**config.mk**
```make
export PLATFORM = sky130hd
export DESIGN_NAME = pcrc_top
export DESIGN_NICKNAME = d
export VERILOG_FILES = /design/src/hw/pcrc_top.v
export VERILOG_INCLUDE_DIRS = /design/src /design/src/hw
export SDC_FILE = /design/constraint.sdc
export NUM_CORES = 1
export LEC_CHECK = 0
export BUFFER_PORTS_ARGS = -buffer_cell sky130_fd_sc_hd__buf_2
export CAP_MARGIN = 20
export CELL_PAD_IN_SITES_DETAIL_PLACEMENT = 1
export CELL_PAD_IN_SITES_GLOBAL_PLACEMENT = 1
export CORE_ASPECT_RATIO = 1.75
export CORE_UTILIZATION = 52
export CTS_CLUSTER_DIAMETER = 40
export CTS_CLUSTER_SIZE = 10
export DETAILED_ROUTE_END_ITERATION = 8
export MAX_ROUTING_LAYER = met4
export PLACE_DENSITY = 0.8
export SETUP_SLACK_MARGIN = 0.5
export SLEW_MARGIN = 15
export SYNTH_ARGS = -nofsm -noshare
export SYNTH_HDL_FRONTEND = slang
export SYNTH_SLANG_ARGS = --single-unit
```
**constraint.sdc**
```tcl
create_clock -name aclk -period 7.34 [get_ports aclk]
set_clock_uncertainty 0.05 [all_clocks]
set_input_delay 0 -clock aclk [delete_from_list [all_inputs] [get_ports aclk]]
set_output_delay 0 -clock aclk [all_outputs]
set_load 0.03 [all_outputs]
```
**src/hw/pcrc_defines.vh**
```
// Purpose: constants of the programmable crc generator
// Assumes: included by hw/pcrc_top.v
// Notes: byte offsets on the axi4-lite register bus
`ifndef PCRC_DEFINES_VH
`define PCRC_DEFINES_VH
// register byte offsets
`define PCRC_OFS_CONTROL_ONE 5'h00
`define PCRC_OFS_CONTROL_TWO 5'h04
`define PCRC_OFS_POLY_LOW 5'h08
`define PCRC_OFS_POLY_HIGH 5'h0C
`define PCRC_OFS_INPUT_LOW 5'h10
`define PCRC_OFS_INPUT_HIGH 5'h14
`define PCRC_OFS_RESULT_LOW 5'h18
`define PCRC_OFS_RESULT_HIGH 5'h1C
// control one field positions
`define PCRC_BIT_MODULE_ON 15
`define PCRC_BIT_IDLE_STOP 13
`define PCRC_POS_COUNT 8
`define PCRC_BIT_FULL 7
`define PCRC_BIT_EMPTY 6
`define PCRC_BIT_IRQ_SEL 5
`define PCRC_BIT_RUN 4
`define PCRC_BIT_LSB_FIRST 3
// control two field positions
`define PCRC_POS_DATA_WIDTH 8
`define PCRC_POS_POLY_LEN 0
// reset values
`define PCRC_RST_FIELD 5'h00
`define PCRC_RST_WORD16 16'h0000
`define PCRC_RST_WORD32 32'h00000000
// fifo depths per width range
`define PCRC_DEPTH_WIDE 5'h04
`define PCRC_DEPTH_MID 5'h08
`define PCRC_DEPTH_NARROW 5'h10
// axi responses
`define PCRC_RESP_OKAY 2'h0
`define PCRC_RESP_DECERR 2'h3
`endif

```
**src/hw/pcrc_top.v**
```verilog
// Purpose: programmable crc generator, up to 32-bit polynomial, 1..32 bit words
// Assumes: one aclk cycle is one instruction cycle; axi4-lite software access
// Notes: 16-bit registers sit in the low half of each 32-bit word
//
// Contract
// - length field is polynomial length minus one
// - set term bits enable feedback; bit zero implied
// - length 32 implies the top term
// - word width 1..32, field holds width minus one
// - fifo depth 4, 8 or 16 by width
// - byte writes; unused upper bits ignored
// - count rises on byte holding word msb
// - shift only when running and words waiting; the code still finishes a popped word after run clears
// - pop word, shift two bits per cycle
// - full flag when count reaches depth
// - empty flag when count zero, reset one
// - module off clears fifo, engine, data registers
// - direction picks msb or lsb first
// - select zero interrupts on count one to zero
// - select one interrupts on hardware run clear
// - result final (length+1)/2 cycles after drain
// - hardware clears run bit at completion
// - idle stop halts the shift engine during idle; bus and fifo keep working
`timescale 1ns/1ps
`include "pcrc_defines.vh"
module pcrc_top (
  // clock and reset
  input wire aclk,
  input wire aresetn,
  // system state
  input wire idle_mode,
  // write address channel
  input wire [4:0] s_axi_awaddr,
  input wire s_axi_awvalid,
  output reg s_axi_awready,
  // write data channel
  input wire [31:0] s_axi_wdata,
  input wire [3:0] s_axi_wstrb,
  input wire s_axi_wvalid,
  output reg s_axi_wready,
  // write response channel
  output reg [1:0] s_axi_bresp,
  output reg s_axi_bvalid,
  input wire s_axi_bready,
  // read address channel
  input wire [4:0] s_axi_araddr,
  input wire s_axi_arvalid,
  output reg s_axi_arready,
  // read data channel
  output reg [31:0] s_axi_rdata,
  output reg [1:0] s_axi_rresp,
  output reg s_axi_rvalid,
  input wire s_axi_rready,
  // event
  output reg crc_irq_ff
);
  localparam [1:0] ST_IDLE = 2'b00;
  localparam [1:0] ST_SHIFT = 2'b01;
  localparam [1:0] ST_TAIL = 2'b10;

  // control and configuration
  reg module_on_ff;
  reg idle_stop_ff;
  reg irq_select_ff;
  reg run_bit_ff;
  reg lsb_first_select_ff;
  reg [4:0] data_width_field_ff;
  reg [4:0] poly_length_field_ff;
  reg [15:0] poly_terms_low_ff;
  reg [15:0] poly_terms_high_ff;
  // data path
  reg [15:0] input_low_ff;
  reg [15:0] input_high_ff;
  reg [31:0] result_ff;
  reg [31:0] fifo_mem [0:15];
  reg [3:0] wr_ptr_ff;
  reg [3:0] rd_ptr_ff;
  reg [4:0] valid_word_count_ff;
  reg [31:0] shift_buf_ff;
  reg [5:0] bits_left_ff;
  reg [4:0] tail_ff;
  reg [1:0] state_ff;

  // derived configuration
  wire halt = idle_stop_ff & idle_mode;
  wire [31:0] poly_vec = {poly_terms_high_ff, poly_terms_low_ff[15:1], 1'b1};
  wire [31:0] word_mask = 32'hFFFFFFFF >> (5'd31 - data_width_field_ff);
  wire [5:0] word_bits = {1'b0, data_width_field_ff} + 6'd1;
  wire [1:0] msb_byte = data_width_field_ff[4:3];
  wire [4:0] depth = (data_width_field_ff > 5'h0F) ? `PCRC_DEPTH_WIDE :
    ((data_width_field_ff > 5'h07) ? `PCRC_DEPTH_MID : `PCRC_DEPTH_NARROW);
  wire [5:0] tail_sum = {1'b0, poly_length_field_ff} + 6'h01;
  wire fifo_full_flag = (valid_word_count_ff == depth);
  wire fifo_empty_flag = (valid_word_count_ff == 5'h00);

  // one feedback step; truncation to the length supplies the top term
  function [31:0] crc_step;
    input [31:0] c;
    input d;
    input [31:0] p;
    input [4:0] pl;
    reg fb;
    reg [31:0] n;
    begin
      fb = d ^ c[pl];
      n = c << 1;
      if (fb)
        n = n ^ p;
      crc_step = n & (32'hFFFFFFFF >> (5'd31 - pl));
    end
  endfunction

  // axi write decode
  wire wr_fire = s_axi_awready & s_axi_awvalid & s_axi_wready & s_axi_wvalid;
  wire rd_fire = s_axi_arready & s_axi_arvalid;
  wire wr_map = (s_axi_awaddr[1:0] == 2'b00);
  wire wr_lo = wr_fire & wr_map & s_axi_wstrb[0];
  wire wr_hi = wr_fire & wr_map & s_axi_wstrb[1];
  wire wr_c1_lo = wr_lo & (s_axi_awaddr == `PCRC_OFS_CONTROL_ONE);
  wire wr_c1_hi = wr_hi & (s_axi_awaddr == `PCRC_OFS_CONTROL_ONE);
  wire wr_c2_lo = wr_lo & (s_axi_awaddr == `PCRC_OFS_CONTROL_TWO);
  wire wr_c2_hi = wr_hi & (s_axi_awaddr == `PCRC_OFS_CONTROL_TWO);
  wire sel_in_lo = (s_axi_awaddr == `PCRC_OFS_INPUT_LOW);
  wire sel_in_hi = (s_axi_awaddr == `PCRC_OFS_INPUT_HIGH);
  wire sel_res_lo = (s_axi_awaddr == `PCRC_OFS_RESULT_LOW);
  wire sel_res_hi = (s_axi_awaddr == `PCRC_OFS_RESULT_HIGH);

  // staged input with the bytes of this write merged in
  reg [15:0] nxt_input_low;
  reg [15:0] nxt_input_high;
  reg push_req;
  always @*
  begin
    nxt_input_low = input_low_ff;
    nxt_input_high = input_high_ff;
    push_req = 1'b0;
    if (wr_lo & sel_in_lo)
      nxt_input_low[7:0] = s_axi_wdata[7:0];
    if (wr_hi & sel_in_lo)
      nxt_input_low[15:8] = s_axi_wdata[15:8];
    if (wr_lo & sel_in_hi)
      nxt_input_high[7:0] = s_axi_wdata[7:0];
    if (wr_hi & sel_in_hi)
      nxt_input_high[15:8] = s_axi_wdata[15:8];
    case (msb_byte)
      2'd0: push_req = wr_lo & sel_in_lo;
      2'd1: push_req = wr_hi & sel_in_lo;
      2'd2: push_req = wr_lo & sel_in_hi;
      default: push_req = wr_hi & sel_in_hi;
    endcase
  end
  // a word written into a full fifo is dropped
  wire push = push_req & module_on_ff & ~fifo_full_flag;
  wire [31:0] push_word = {nxt_input_high, nxt_input_low} & word_mask;

  // engine next state
  reg [1:0] nxt_state;
  reg [31:0] nxt_result;
  reg [31:0] nxt_shift_buf;
  reg [5:0] nxt_bits_left;
  reg [4:0] nxt_tail;
  reg pop;
  reg hw_done;
  reg [5:0] idx0;
  reg [5:0] idx1;
  always @*
  begin
    nxt_state = state_ff;
    nxt_result = result_ff;
    nxt_shift_buf = shift_buf_ff;
    nxt_bits_left = bits_left_ff;
    nxt_tail = tail_ff;
    pop = 1'b0;
    hw_done = 1'b0;
    idx0 = 6'd0;
    idx1 = 6'd0;
    if (!halt)
    begin
      case (state_ff)
        ST_IDLE:
        begin
          if (run_bit_ff && valid_word_count_ff != 5'h00)
          begin
            pop = 1'b1;
            nxt_shift_buf = fifo_mem[rd_ptr_ff];
            nxt_bits_left = word_bits;
            nxt_state = ST_SHIFT;
          end
          else if (run_bit_ff)
          begin
            nxt_tail = tail_sum[5:1];
            nxt_state = ST_TAIL;
          end
        end
        ST_SHIFT:
        begin
          idx0 = lsb_first_select_ff ? (word_bits - bits_left_ff) : (bits_left_ff - 6'h01);
          idx1 = lsb_first_select_ff ? (idx0 + 6'h01) : (idx0 - 6'h01);
          nxt_result = crc_step(result_ff, shift_buf_ff[idx0[4:0]], poly_vec, poly_length_field_ff);
          // an odd width ends on a single step
          if (bits_left_ff >= 6'h02)
            nxt_result = crc_step(nxt_result, shift_buf_ff[idx1[4:0]], poly_vec, poly_length_field_ff);
          nxt_bits_left = (bits_left_ff >= 6'h02) ? (bits_left_ff - 6'h02) : 6'h00;
          if (bits_left_ff <= 6'd2)
            nxt_state = ST_IDLE;
        end
        ST_TAIL:
        begin
          if (!run_bit_ff)
            nxt_state = ST_IDLE;
          else if (tail_ff == 5'h00)
          begin
            hw_done = 1'b1;
            nxt_state = ST_IDLE;
          end
          else
            nxt_tail = tail_ff - 5'd1;
        end
        default: nxt_state = ST_IDLE;
      endcase
    end
  end

  wire [4:0] nxt_count = valid_word_count_ff + {4'h0, push} - {4'h0, pop};

  // register file, fifo and engine
  always @(posedge aclk)
  begin
    if (!aresetn)
    begin
      module_on_ff <= 1'b0;
      idle_stop_ff <= 1'b0;
      irq_select_ff <= 1'b0;
      run_bit_ff <= 1'b0;
      lsb_first_select_ff <= 1'b0;
      data_width_field_ff <= `PCRC_RST_FIELD;
      poly_length_field_ff <= `PCRC_RST_FIELD;
      poly_terms_low_ff <= `PCRC_RST_WORD16;
      poly_terms_high_ff <= `PCRC_RST_WORD16;
      input_low_ff <= `PCRC_RST_WORD16;
      input_high_ff <= `PCRC_RST_WORD16;
      result_ff <= `PCRC_RST_WORD32;
      wr_ptr_ff <= 4'h0;
      rd_ptr_ff <= 4'h0;
      valid_word_count_ff <= 5'h00;
      shift_buf_ff <= `PCRC_RST_WORD32;
      bits_left_ff <= 6'd0;
      tail_ff <= 5'h00;
      state_ff <= ST_IDLE;
      crc_irq_ff <= 1'b0;
    end
    else
    begin
      // configuration survives module off
      if (wr_c1_hi)
        {module_on_ff, idle_stop_ff} <= {s_axi_wdata[`PCRC_BIT_MODULE_ON], s_axi_wdata[`PCRC_BIT_IDLE_STOP]};
      if (wr_c1_lo)
        {irq_select_ff, lsb_first_select_ff} <= {s_axi_wdata[`PCRC_BIT_IRQ_SEL], s_axi_wdata[`PCRC_BIT_LSB_FIRST]};
      if (wr_c2_hi)
        data_width_field_ff <= s_axi_wdata[`PCRC_POS_DATA_WIDTH +: 5];
      if (wr_c2_lo)
        poly_length_field_ff <= s_axi_wdata[`PCRC_POS_POLY_LEN +: 5];
      if (wr_lo & (s_axi_awaddr == `PCRC_OFS_POLY_LOW))
        poly_terms_low_ff[7:0] <= {s_axi_wdata[7:1], 1'b0};
      if (wr_hi & (s_axi_awaddr == `PCRC_OFS_POLY_LOW))
        poly_terms_low_ff[15:8] <= s_axi_wdata[15:8];
      if (wr_lo & (s_axi_awaddr == `PCRC_OFS_POLY_HIGH))
        poly_terms_high_ff[7:0] <= s_axi_wdata[7:0];
      if (wr_hi & (s_axi_awaddr == `PCRC_OFS_POLY_HIGH))
        poly_terms_high_ff[15:8] <= s_axi_wdata[15:8];
      // software write of run wins over the hardware clear
      if (wr_c1_lo)
        run_bit_ff <= s_axi_wdata[`PCRC_BIT_RUN];
      else if (hw_done)
        run_bit_ff <= 1'b0;
      crc_irq_ff <= 1'b0;
      if (!module_on_ff)
      begin
        input_low_ff <= `PCRC_RST_WORD16;
        input_high_ff <= `PCRC_RST_WORD16;
        result_ff <= `PCRC_RST_WORD32;
        wr_ptr_ff <= 4'h0;
        rd_ptr_ff <= 4'h0;
        valid_word_count_ff <= 5'h00;
        shift_buf_ff <= `PCRC_RST_WORD32;
        bits_left_ff <= 6'd0;
        tail_ff <= 5'h00;
        state_ff <= ST_IDLE;
      end
      else
      begin
        input_low_ff <= nxt_input_low;
        input_high_ff <= nxt_input_high;
        if (push)
        begin
          fifo_mem[wr_ptr_ff] <= push_word;
          wr_ptr_ff <= wr_ptr_ff + 4'h1;
        end
        if (pop)
          rd_ptr_ff <= rd_ptr_ff + 4'h1;
        valid_word_count_ff <= nxt_count;
        shift_buf_ff <= nxt_shift_buf;
        bits_left_ff <= nxt_bits_left;
        tail_ff <= nxt_tail;
        state_ff <= nxt_state;
        // software load of the result beats the engine
        result_ff <= nxt_result;
        if (wr_lo & sel_res_lo)
          result_ff[7:0] <= s_axi_wdata[7:0];
        if (wr_hi & sel_res_lo)
          result_ff[15:8] <= s_axi_wdata[15:8];
        if (wr_lo & sel_res_hi)
          result_ff[23:16] <= s_axi_wdata[7:0];
        if (wr_hi & sel_res_hi)
          result_ff[31:24] <= s_axi_wdata[15:8];
        if (!irq_select_ff && valid_word_count_ff == 5'd1 && nxt_count == 5'h00)
          crc_irq_ff <= 1'b1;
        if (irq_select_ff && hw_done && !wr_c1_lo)
          crc_irq_ff <= 1'b1;
      end
    end
  end

  // readback
  reg [15:0] rd_val;
  reg rd_hit;
  always @*
  begin
    rd_hit = (s_axi_araddr[1:0] == 2'b00);
    rd_val = 16'h0000;
    case (s_axi_araddr)
      `PCRC_OFS_CONTROL_ONE:
      begin
        rd_val[`PCRC_BIT_MODULE_ON] = module_on_ff;
        rd_val[`PCRC_BIT_IDLE_STOP] = idle_stop_ff;
        rd_val[`PCRC_POS_COUNT +: 5] = valid_word_count_ff;
        rd_val[`PCRC_BIT_FULL] = fifo_full_flag;
        rd_val[`PCRC_BIT_EMPTY] = fifo_empty_flag;
        rd_val[`PCRC_BIT_IRQ_SEL] = irq_select_ff;
        rd_val[`PCRC_BIT_RUN] = run_bit_ff;
        rd_val[`PCRC_BIT_LSB_FIRST] = lsb_first_select_ff;
      end
      `PCRC_OFS_CONTROL_TWO:
      begin
        rd_val[`PCRC_POS_DATA_WIDTH +: 5] = data_width_field_ff;
        rd_val[`PCRC_POS_POLY_LEN +: 5] = poly_length_field_ff;
      end
      `PCRC_OFS_POLY_LOW: rd_val = poly_terms_low_ff;
      `PCRC_OFS_POLY_HIGH: rd_val = poly_terms_high_ff;
      `PCRC_OFS_INPUT_LOW: rd_val = input_low_ff;
      `PCRC_OFS_INPUT_HIGH: rd_val = input_high_ff;
      `PCRC_OFS_RESULT_LOW: rd_val = result_ff[15:0];
      `PCRC_OFS_RESULT_HIGH: rd_val = result_ff[31:16];
      default: rd_hit = 1'b0;
    endcase
  end

  // axi4-lite handshakes: address and data taken together
  always @(posedge aclk)
  begin
    if (!aresetn)
    begin
      s_axi_awready <= 1'b0;
      s_axi_wready <= 1'b0;
      s_axi_bvalid <= 1'b0;
      s_axi_bresp <= `PCRC_RESP_OKAY;
      s_axi_arready <= 1'b0;
      s_axi_rvalid <= 1'b0;
      s_axi_rresp <= `PCRC_RESP_OKAY;
      s_axi_rdata <= `PCRC_RST_WORD32;
    end
    else
    begin
      s_axi_awready <= s_axi_awvalid & s_axi_wvalid & ~s_axi_awready & ~s_axi_bvalid;
      s_axi_wready <= s_axi_awvalid & s_axi_wvalid & ~s_axi_awready & ~s_axi_bvalid;
      if (wr_fire)
      begin
        s_axi_bvalid <= 1'b1;
        s_axi_bresp <= wr_map ? `PCRC_RESP_OKAY : `PCRC_RESP_DECERR;
      end
      else if (s_axi_bready)
        s_axi_bvalid <= 1'b0;
      s_axi_arready <= s_axi_arvalid & ~s_axi_arready & ~s_axi_rvalid;
      if (rd_fire)
      begin
        s_axi_rvalid <= 1'b1;
        s_axi_rdata <= {16'h0000, rd_val};
        s_axi_rresp <= rd_hit ? `PCRC_RESP_OKAY : `PCRC_RESP_DECERR;
      end
      else if (s_axi_rready)
        s_axi_rvalid <= 1'b0;
    end
  end
endmodule // pcrc_top

```
* Word-level counts from Yosys, hierarchy flattened
Memories as Yosys holds them, arrays and structs flattened. A register that Yosys moved wholly into a read port is not among the register bits.
Cells that the tools add are included.
Widths: inputs -> output; s select.
** Operators by class
- Add/sub/neg operators :: 14
- Shift-type cells :: 2
- Order comparisons :: 7
- Bitwise operators :: 44
- Multiplexer cells :: 74
- Equality and inequality tests :: 32
- Reduce and logical (&&, ||, !) cells :: 37
** Operator list (count)
- $mux 32 :: 10
- $and 32x32->32 :: 3
- $mux 8 :: 8
- $shr 32x5->32 const A :: 2
- $xor 32x32->32 :: 2
- $pmux 3 s7 :: 2
- $eq 5x5->1 const B :: 8
- $mux 5 :: 8
- $pmux 5 s8 :: 1
- $and 1x1->1 :: 31
- $logic_not 5->1 :: 5
- $mux 1 :: 24
- $bmux 1 s5 :: 4
- $eq 5x4->1 const B :: 4
- $lt 5x6->1 const B :: 3
- $reduce_bool 2->1 :: 9
- $pmux 2 s8 :: 1
- $sub 5x1->5 const B :: 3
- $mux 2 :: 7
- $pmux 1 s7 :: 2
- $add 5x1->6 const B :: 2
- $mux 6 :: 2
- $ne 2x2->1 const B :: 6
- $pmux 6 s2 :: 1
- 33 further kinds :: 62
** Word-level totals
- Register bits :: 161
- Bits in writable memories :: 512
- Output and inout port bits :: 42
- Input port bits :: 54
- Memories :: 1
- Word-level logic and storage cells :: 242
** Memory list
- fifo_mem :: words 16, width 32, read ports 1, clocked after Yosys merged registers in 1, wr ports 1, RTL line pcrc_top.v:75 : reg [31:0] fifo_mem [0:15];

* Longest topological paths before layout
Gate-level depths: netlist of the first run.
- Depth after elaboration :: 22
- Mapped depth :: 27
- Gate-level depth less buffers :: 22

* Worst setup path after synthesis of the first run
OpenSTA, ideal clock, no wires.
- Kind :: register to register
- From :: register data_width_field_ff[1]
- To :: register result_ff[15]
- Path slack :: 2.025 ns
- Path buffers :: 6
- Arrival time :: 5.143 ns
- Cell stages (with the launch flop) :: 27
- Required time :: 7.168 ns
- Library setup time :: 0.122 ns
- Clock period less this slack :: 5.315 ns
- Path through :: dfxtp_1 > clkbuf_1 > inv_1 > ha_1 > inv_1 > fa_1 > mux2i_4 > buf_4 > mux2i_1 > mux2i_1 > mux2i_1 > mux2i_1 > mux2_2 > buf_4 > xnor2_2 > buf_2 > buf_4 > nand3_1 > nand4b_1 > o2111a_1 > o2111ai_1 > o22ai_2 > xnor2_2 > buf_2 > nand2_1 > xnor2_1 > a221o_1
** On the way
- Word-level cells in the longest chain between the ends :: 22
- Elaborated cells between the ends (all ways) :: 28
- Those cells by class :: add/sub: 4; mux: 19; bitwise: 5
** RTL lines
- from (decl) :: RTL line pcrc_top.v:67 : reg [4:0] data_width_field_ff;
- from (signal assigned) :: RTL line pcrc_top.v:236 : data_width_field_ff <= `PCRC_RST_FIELD;
- from (signal assigned) :: RTL line pcrc_top.v:260 : data_width_field_ff <= s_axi_wdata[`PCRC_POS_DATA_WIDTH +: 5];
- $add 5x1->6 (*) :: RTL line pcrc_top.v:88 : wire [5:0] word_bits = {1'b0, data_width_field_ff} + 6'd1;
- $sub 5x5->5 (*) :: RTL line pcrc_top.v:197 : idx0 = lsb_first_select_ff ? (word_bits - bits_left_ff) : (bits_left_ff - 6'h01);
- $mux 5 (*) :: RTL line pcrc_top.v:197
- $bmux 1 s5 :: RTL line pcrc_top.v:199 : nxt_result = crc_step(result_ff, shift_buf_ff[idx0[4:0]], poly_vec, poly_length_field_ff);
- $mux 1 (not written as such) :: RTL line pcrc_top.v:199
- $xor 1x1->1 :: RTL line pcrc_top.v:105 : fb = d ^ c[pl];
- $mux 32
- $mux 32 :: RTL line pcrc_top.v:179 : case (state_ff)
- [... 6 more ...]
- $mux 32 :: RTL line pcrc_top.v:201 : if (bits_left_ff >= 6'h02)
- $mux 32 :: RTL line pcrc_top.v:179
- $mux 32 :: RTL line pcrc_top.v:177 : if (!halt)
- $and 32x32->32 :: RTL line pcrc_top.v:109 : crc_step = n & (32'hFFFFFFFF >> (5'd31 - pl));
- $mux 32 (*) :: RTL line pcrc_top.v:201
- $mux 32 (*) :: RTL line pcrc_top.v:179
- $mux 32 (*) :: RTL line pcrc_top.v:177
- $mux 8 (*) :: RTL line pcrc_top.v:310 : if (wr_hi & sel_res_lo)
- to (signal assigned) :: RTL line pcrc_top.v:242 : result_ff <= `PCRC_RST_WORD32;
- to (signal assigned) :: RTL line pcrc_top.v:307 : result_ff <= nxt_result;
- to (signal assigned) :: RTL line pcrc_top.v:311 : result_ff[15:8] <= s_axi_wdata[15:8];
- to (decl) :: RTL line pcrc_top.v:74 : reg [31:0] result_ff;
Mark *: on every way between the ends. The rest lies on a longest branch, timed or not. The select of a mux whose other input is x is not followed.
A chain may end at the register's enable or synchronous reset.

* Worst setup path in the final report of the first run
- From :: register data_width_field_ff[1]
- To :: register result_ff[1]
** On the way
- Word-level cells in the longest chain between the ends :: 22
- Elaborated cells between the ends (all ways) :: 28
- Those cells by class :: add/sub: 4; mux: 19; bitwise: 5
** RTL lines
- $add 5x1->6 (*) :: RTL line pcrc_top.v:88
- $sub 5x5->5 (*) :: RTL line pcrc_top.v:197
- $mux 5 (*) :: RTL line pcrc_top.v:197
- $bmux 1 s5 :: RTL line pcrc_top.v:199
- $mux 1 (not written as such) :: RTL line pcrc_top.v:199
- $xor 1x1->1 :: RTL line pcrc_top.v:105
- $mux 32
- $mux 32 :: RTL line pcrc_top.v:179
- [... 6 more ...]
- $mux 32 :: RTL line pcrc_top.v:201
- $mux 32 :: RTL line pcrc_top.v:179
- $mux 32 :: RTL line pcrc_top.v:177
- $and 32x32->32 :: RTL line pcrc_top.v:109
- $mux 32 (*) :: RTL line pcrc_top.v:201
- $mux 32 (*) :: RTL line pcrc_top.v:179
- $mux 32 (*) :: RTL line pcrc_top.v:177
- $mux 8 (*) :: RTL line pcrc_top.v:308 : if (wr_lo & sel_res_lo)
- to (signal assigned) :: RTL line pcrc_top.v:242
- to (signal assigned) :: RTL line pcrc_top.v:307
- to (signal assigned) :: RTL line pcrc_top.v:309 : result_ff[7:0] <= s_axi_wdata[7:0];
Marks and branches as above.

==> metrics.cfg, run 1 <==
[run_status]
outcome=completed

[cts]
numCtsBuffers=90
cts_num_sinks=703
clk_pin_slew_ns=0.06
htreeDepth=3
tritoncts=built
clockRootBuffer=clkbuf_16
clk_latency_ns=0.66
clockBufferDepth=3

[grt]
grt_busiest_layer=met2
grt_overflow=0
grt_util_met1=0.3940
met3_usage=0.07291
grt_max_degree=104
use_met2=0.6280
grt_usage=0.3833
grt_pass1_wl_mm=167.3
antenna_found_initial=4
grt_pass1_vias=24600

[sta]
slew_headroom=0.2097
setup_slack_ns=0.8504
period_needed_ns=6.490
tightest_slew_ns=1.181
period_share=0.8841
hold-worst-slack_ns=0.05732
max_clock_freq_ghz=0.1541
fin_tns_setup_ns=0
rsz0062_at_grt=no
hold_violations=0
drv_slew=0
setup_viol_count_final=0

[cells_and_area]
instances_no_fill=3383
utilization=0.6029
syn_to_final_growth_pct=14.08
fin_nets=2617
design_area_um2=37020
drive_gt1_frac=0.2003
fill_cells=5842

[synth]
ys_types=73
synth_top_area_share=0.4737
synth_common_cells=edfxtp_1 (512), nor2_1 (211), dfxtp_1 (191)
yosysWarnings=0
ys_seq_elements=703
synth_area_leaders=edfxtp_1 (47%), mux4_2 (13%), dfxtp_1 (12%)
synth_edf_count=512
yosysTopAreaCell=edfxtp_1
synth_cells=2418
synth.most_common_cell=edfxtp_1
synth-async-reset-ratio=0
synthFlopType=edfxtp_1
ys_seq_area_frac=0.5916
netlist_area_um2=32450
avgSynthCellArea_um2=13.42

[critical_path]
cp.buffers_inverters=4
cpPeakStageDelay_ns=0.62
cp-end-kind=register
crit_top_cell=ha_1
timing.rr.start=data_width_field_ff[1]$_SDFFE_PN0P_
path_cells=ha_1 > inv_1 > ha_1 > ha_1 > nor2b_1 > o21a_1 > o21ai_0 > a31oi_1 > xnor2_2 > mux2_4 > xnor2_2 > buf_12 > buf_4 > nand2_1 > xor2_1 > o311ai_0 > nand4_1 > o22ai_2 > xnor2_4 > buf_12 > a31o_2 > a22oi_1 > o22ai_1
cp_data_arrival_time_ns=6.95
critPathMaxFanout=31
critical_path.startpoint_type=register
startpoint=data_width_field_ff[1]$_SDFFE_PN0P_
timing.critical_path.required_ns=7.81
cp_slowest_cell=dfxtp_1
cp_top_family=compound AO/OA/AOI/OAI gates
crit_type=reg -> reg
r2r_slack_ns=0.85

[pwr]
p_clk_frac=0.491
p_int_mw=6.675
seq_power_share=0.495
comb_power_share=0.014
vdd_ir_drop_max_mv=0.2865
p_switching_mw=1.819
p_leak_nw=10.82
powerDensity_nw_per_um2=229.4
power_mw=8.494
swShare=0.2142

[floorplanning]
core_um2=61410
start_util=0.5285
die_area_um2=63450
die_x_um=190.8
num_rows=120
dieHeight_um=332.5
num_io_pins=96

[drt]
totalWireLength_mm=114.5
drc=0
route.detailed.wl_per_inst_um=33.85
drt_first_pass_iters=5
drtAntennaViolNets=0
via_per_inst=6.725
first_iter_violations=2363
num_vias=22750

[placement]
pre_cts_ws_ns=0.6577
io_buffers=61
hpwlAfterDp_mm=75.03
postPlaceCellArea_um2=33830
placed_cells=3191
gp_congestion=1.027

[hold_path]
hold_class=in -> reg
min_from=s_axi_araddr[0]

[flow_run]
drv_cap=0

## sequential cells by signal, indices dropped and copies added (netlist names), 2 cells and up
| signal | flops |
|---|---|
| bits_left_ff | 6 |
| data_width_field_ff | 5 |
| fifo_mem | 512 |
| input_high_ff | 16 |
| input_low_ff | 16 |
| poly_length_field_ff | 5 |
| poly_terms_high_ff | 16 |
| poly_terms_low_ff | 15 |
| rd_ptr_ff | 4 |
| result_ff | 32 |
| s_axi_rdata | 16 |
| shift_buf_ff | 32 |
| state_ff | 2 |
| tail_ff | 5 |
| valid_word_count_ff | 5 |
| wr_ptr_ff | 4 |
## area by class of cell
class / instances / area (um^2) / area share
diodes: 4 / 10.01 / 0.0002704
clock buffers: 123 / 2407 / 0.06502
clock inverters: 25 / 319.1 / 0.008618
inverters: 53 / 198.9 / 0.005374
multi-input cells: 1506 / 12580 / 0.3398
flip-flops and latches: 703 / 19210 / 0.5188
well taps: 793 / 992.2 / 0.02680
repair buffers: 176 / 1308 / 0.03532
## power by group through the flow
stage               combinational (mW)  clock [mW]  sequential, mW
detailed placement               0.101           0            4.29
finish                           0.119        4.17            4.21
global placement                0.0999           0            4.29
global route                     0.121        4.33            4.21
CTS                              0.113        4.21            4.21
floorplan                       0.0522           0            4.29
## path summary, 6_finish.rpt
check,cells after the start,end
min,5,s_axi_rdata[3]$_SDFFE_PN0P_
max reg2reg,23,result_ff[1]$_SDFFE_PN0P_
min reg2reg,1,s_axi_arready$_SDFF_PN0_
max,23,result_ff[1]$_SDFFE_PN0P_
## routing by layer
| metal | wire length, um | part of all wire |
|---|---|---|
| met5 | 0 | 0 |
| met3 | 6824 | 0.060 |
| met4 | 10730 | 0.094 |
| met2 | 58610 | 0.51 |
| met1 | 38350 | 0.33 |
## placed cells by master (no fill, tap or decap), drive strengths merged, types with 30 or more instances in the layout
cell type    instances
ha                  31
buf                142
a21oi              136
nor2               211
nand2              189
edfxtp             512
nand3               38
xnor2               32
a22oi               30
nor3                50
dlygate4sd3         31
clkbuf             126
dfxtp              191
mux2i              128
nor2b               70
mux4               183
o21ai               63
inv                 56
## repair_timing
action,in CTS,in global routing
hold endpoints to repair,116,0
setup endpoints to repair,0,22
resized for setup,0,2
setup buffers,0,1
hold buffers,31,0
## kinds of logic (layout without fill, tap and decap cells)
group / Yosys count / after routing / synth area share
xor+xnor: 53 / 53 / 0.01477
simple gates: 681 / 681 / 0.09866
flops: 703 / 703 / 0.5916
mux: 327 / 327 / 0.1728
fa+ha+maj: 33 / 33 / 0.01319
compound gates: 396 / 396 / 0.07996
buf+inv: 224 / 377 / 0.02895
other cells: 1 / 20 / 0.0001155
## worst reg2reg max path, stage by stage, from the launching register on
cell and delay (ns):
dfxtp_1 0.62, ha_1 0.33, inv_1 0.07, ha_1 0.32
ha_1 0.33, nor2b_1 0.15, o21a_1 0.17, o21ai_0 0.29
a31oi_1 0.18, xnor2_2 0.39, mux2_4 0.46, xnor2_2 0.26
buf_12 0.23, buf_4 0.18, nand2_1 0.07, xor2_1 0.17
o311ai_0 0.49, nand4_1 0.32, o22ai_2 0.31, xnor2_4 0.22
buf_12 0.25, a31o_2 0.29, a22oi_1 0.14, o22ai_1 0.09
No activity file was read; power rests on OpenSTA's default activity.
==> run 2, diff against run 1 <==
Settings changed: CORE_UTILIZATION 52 to 47, PLACE_DENSITY 0.8 to 0.77.
Clock period 7.34 ns to 5.5 ns, I/O delays scaled along.
==> run 2 against run 1 <==
  * The flow now finishes with violations (setup timing)
  * Non-clock buffer count is 111 higher
  * First-iteration DRC count shrank 18%
  * Core utilization fell by 3.8 points
  * Flip-flop and latch count is the same
  * Power grew 33%
  * Die area is 11% higher
  * Clock power is 33% higher
  * Critical endpoint is now result_ff[12]$_SDFFE_PN0P_
==> metrics.cfg, run 2 (synthesized netlist as in run 1, its figures left out) <==
[sta]
rsz0062_at_grt=yes
hold_violations=0  ; unchanged
setup_slack_ns=-0.1401  ; -0.9905 ns
tightest_slew_ns=1.263  ; +0.08231 ns
max_clock_freq_ghz=0.1773  ; +15%
period_share=1.025  ; +0.1413
fin_tns_setup_ns=-0.4737  ; -0.4737 ns
slew_headroom=0.1526  ; -0.05704
period_needed_ns=5.640  ; -0.8495 ns
setup_viol_count_final=10  ; +10
drv_slew=0  ; unchanged

[drt]
route.detailed.wl_per_inst_um=33.38  ; -1.4%
drc=0  ; unchanged
totalWireLength_mm=120.6  ; +5.3%
first_iter_violations=1945  ; -18%
drt_first_pass_iters=5  ; unchanged
drtAntennaViolNets=0  ; unchanged
num_vias=23150  ; +1.7%
via_per_inst=6.408  ; -4.7%

[placement]
hpwlAfterDp_mm=79.07  ; +5.4%
placed_cells=3381  ; +6.0%
io_buffers=61  ; unchanged
gp_congestion=1.054  ; +2.6%
postPlaceCellArea_um2=34680  ; +2.5%
pre_cts_ws_ns=-0.4320  ; -1.090 ns

[floorplanning]
num_io_pins=96  ; unchanged
die_x_um=200.6  ; +5.1%
dieHeight_um=349.6  ; +5.2%
num_rows=127  ; +5.8%
die_area_um2=70150  ; +11%
start_util=0.4739  ; -0.05462
core_um2=68490  ; +12%

[pwr]
p_leak_nw=11.54  ; +6.7%
vdd_ir_drop_max_mv=0.3308  ; +15%
powerDensity_nw_per_um2=292.2  ; +27%

[cts]
clk_latency_ns=0.68  ; +0.02 ns
clockRootBuffer=clkbuf_16
htreeDepth=3  ; unchanged
numCtsBuffers=90  ; unchanged
cts_num_sinks=703  ; unchanged
clk_pin_slew_ns=0.06  ; about the same
clockBufferDepth=3  ; unchanged
tritoncts=built

[cells_and_area]
regMostFlops=fifo_mem
reg_top3=fifo_mem (512), result_ff (32), shift_buf_ff (32)
final_common_cell=edfxtp_1
instances_no_fill=3612  ; +6.8%
layout_common_cells=edfxtp_1 (512), nor2_1 (196), dfxtp_1 (185), mux4_2 (183), nand2_1 (179)
drive_gt1_frac=0.2546  ; +0.05431
design_area_um2=38690  ; +4.5%
fin_nets=2728  ; +4.2%
syn_to_final_growth_pct=19.23
largest_reg_flops=512  ; unchanged

[grt]
grt_max_degree=71  ; -32%
grt_pass1_wl_mm=172.8  ; +3.3%
grt_overflow=0  ; unchanged
antenna_found_initial=2  ; -2
grt_pass1_vias=25290  ; +2.8%
grt_usage=0.3583  ; -0.02498

[critical_path]
cp-end-kind=register
critPathMaxFanout=8  ; -74%
crit_type=reg -> reg
cp_slowest_cell=fa_2
cp_data_arrival_time_ns=6.18  ; -0.77 ns
timing.critical_path.required_ns=6.04  ; -1.77 ns
cpPeakStageDelay_ns=0.48  ; -0.14 ns
critical_path.startpoint_type=register

[flow_run]
drv_cap=0  ; unchanged

[hold_path]
hold_class=in -> reg

[run_status]
violations=setup timing
outcome=finished with violations

==> run 2: cell count changes in the layout (fill, tap and decap cells not counted), sizes merged <==
cell,delta
inv,+3
dlygate4sd3,-2
bufinv,-2
clkbuf,+14
clkinvlp,-4
buf,+113
diode,-1
clkinv,-2
==> run 2: power breakdown <==
part | total, mW | leakage [nW] | internal, mW | switching, mW
logic | 0.162 | 4.77 | 0.0447 | 0.118
registers | 5.62 | 5.46 | 5.61 | 0.00263
clock network | 5.53 | 1.31 | 3.23 | 2.30
==> run 2: routing by layer <==
layer	GRT usage	up-vias	wire [um]
met5	-	-	0
met4	0.3395	0	12780
met3	0.06612	542	6836
met2	0.6119	1120	62440
met1	0.3382	11790	38520
li1	-	9694	-
==> run 2: layout make-up <==
| class | instances | area [um^2] |
|---|---|---|
| clock buffer | 137 | 2490 |
| inverter | 53 | 203.9 |
| multi-input combinational | 1506 | 13000 |
| antenna | 3 | 7.507 |
| timing repair buffer | 287 | 2399 |
| clock inverter | 20 | 252.7 |
| sequential | 703 | 19220 |
| tap | 903 | 1130 |
| fill | 6700 | 29790 |
==> run 2: final timing paths <==
kind,cells past startpoint,slack [ns],to,startpoint
setup / recovery,28,-0.14,result_ff[12]$_SDFFE_PN0P_,data_width_field_ff[0]$_SDFFE_PN0P_
hold / removal,5,0.03,s_axi_rdata[14]$_SDFFE_PN0P_,s_axi_araddr[0]
setup reg to reg,28,-0.14,result_ff[12]$_SDFFE_PN0P_,data_width_field_ff[0]$_SDFFE_PN0P_
hold reg to reg,1,0.41,s_axi_wready$_SDFF_PN0_,s_axi_bvalid$_SDFFE_PN0P_
==> run 2: repair_timing <==
| item | in CTS | in global routing |
|---|---|---|
| hold buffers | 29 | 0 |
| gates cloned | 4 | 0 |
| endpoints found under the hold margin | 134 | 0 |
| gates resized for setup | 72 | 59 |
| pin swaps | 36 | 37 |
| endpoints found under the setup margin | 32 | 32 |
| setup buffers | 20 | 11 |
==> run 2: critical path, delay by kind of cell, from the launching register on <==
kind	cells	cell delay [ns]
adder cells (fa/ha/maj)	2	0.74
flip-flops	1	0.38
multiplexers	6	1.19
AO/OA/AOI/OAI	7	1.60
buffers and inverters	11	1.37
AND/OR/NAND/NOR	1	0.11
XOR/XNOR	1	0.12
==> run 2: through the flow <==
step / hold slack, ns / power (mW) / util
finish: 0.02812 / 11.30 / 0.5650
global route: 0.05840 / 11.55 / 0.5649
CTS: 0.00004519 / 11.35 / 0.5585
detailed placement: 0.2349 / 5.863 / 0.5063
global placement: 0.2229 / 5.862 / 0.5061
floorplan: 0.06496 / 5.801 / -
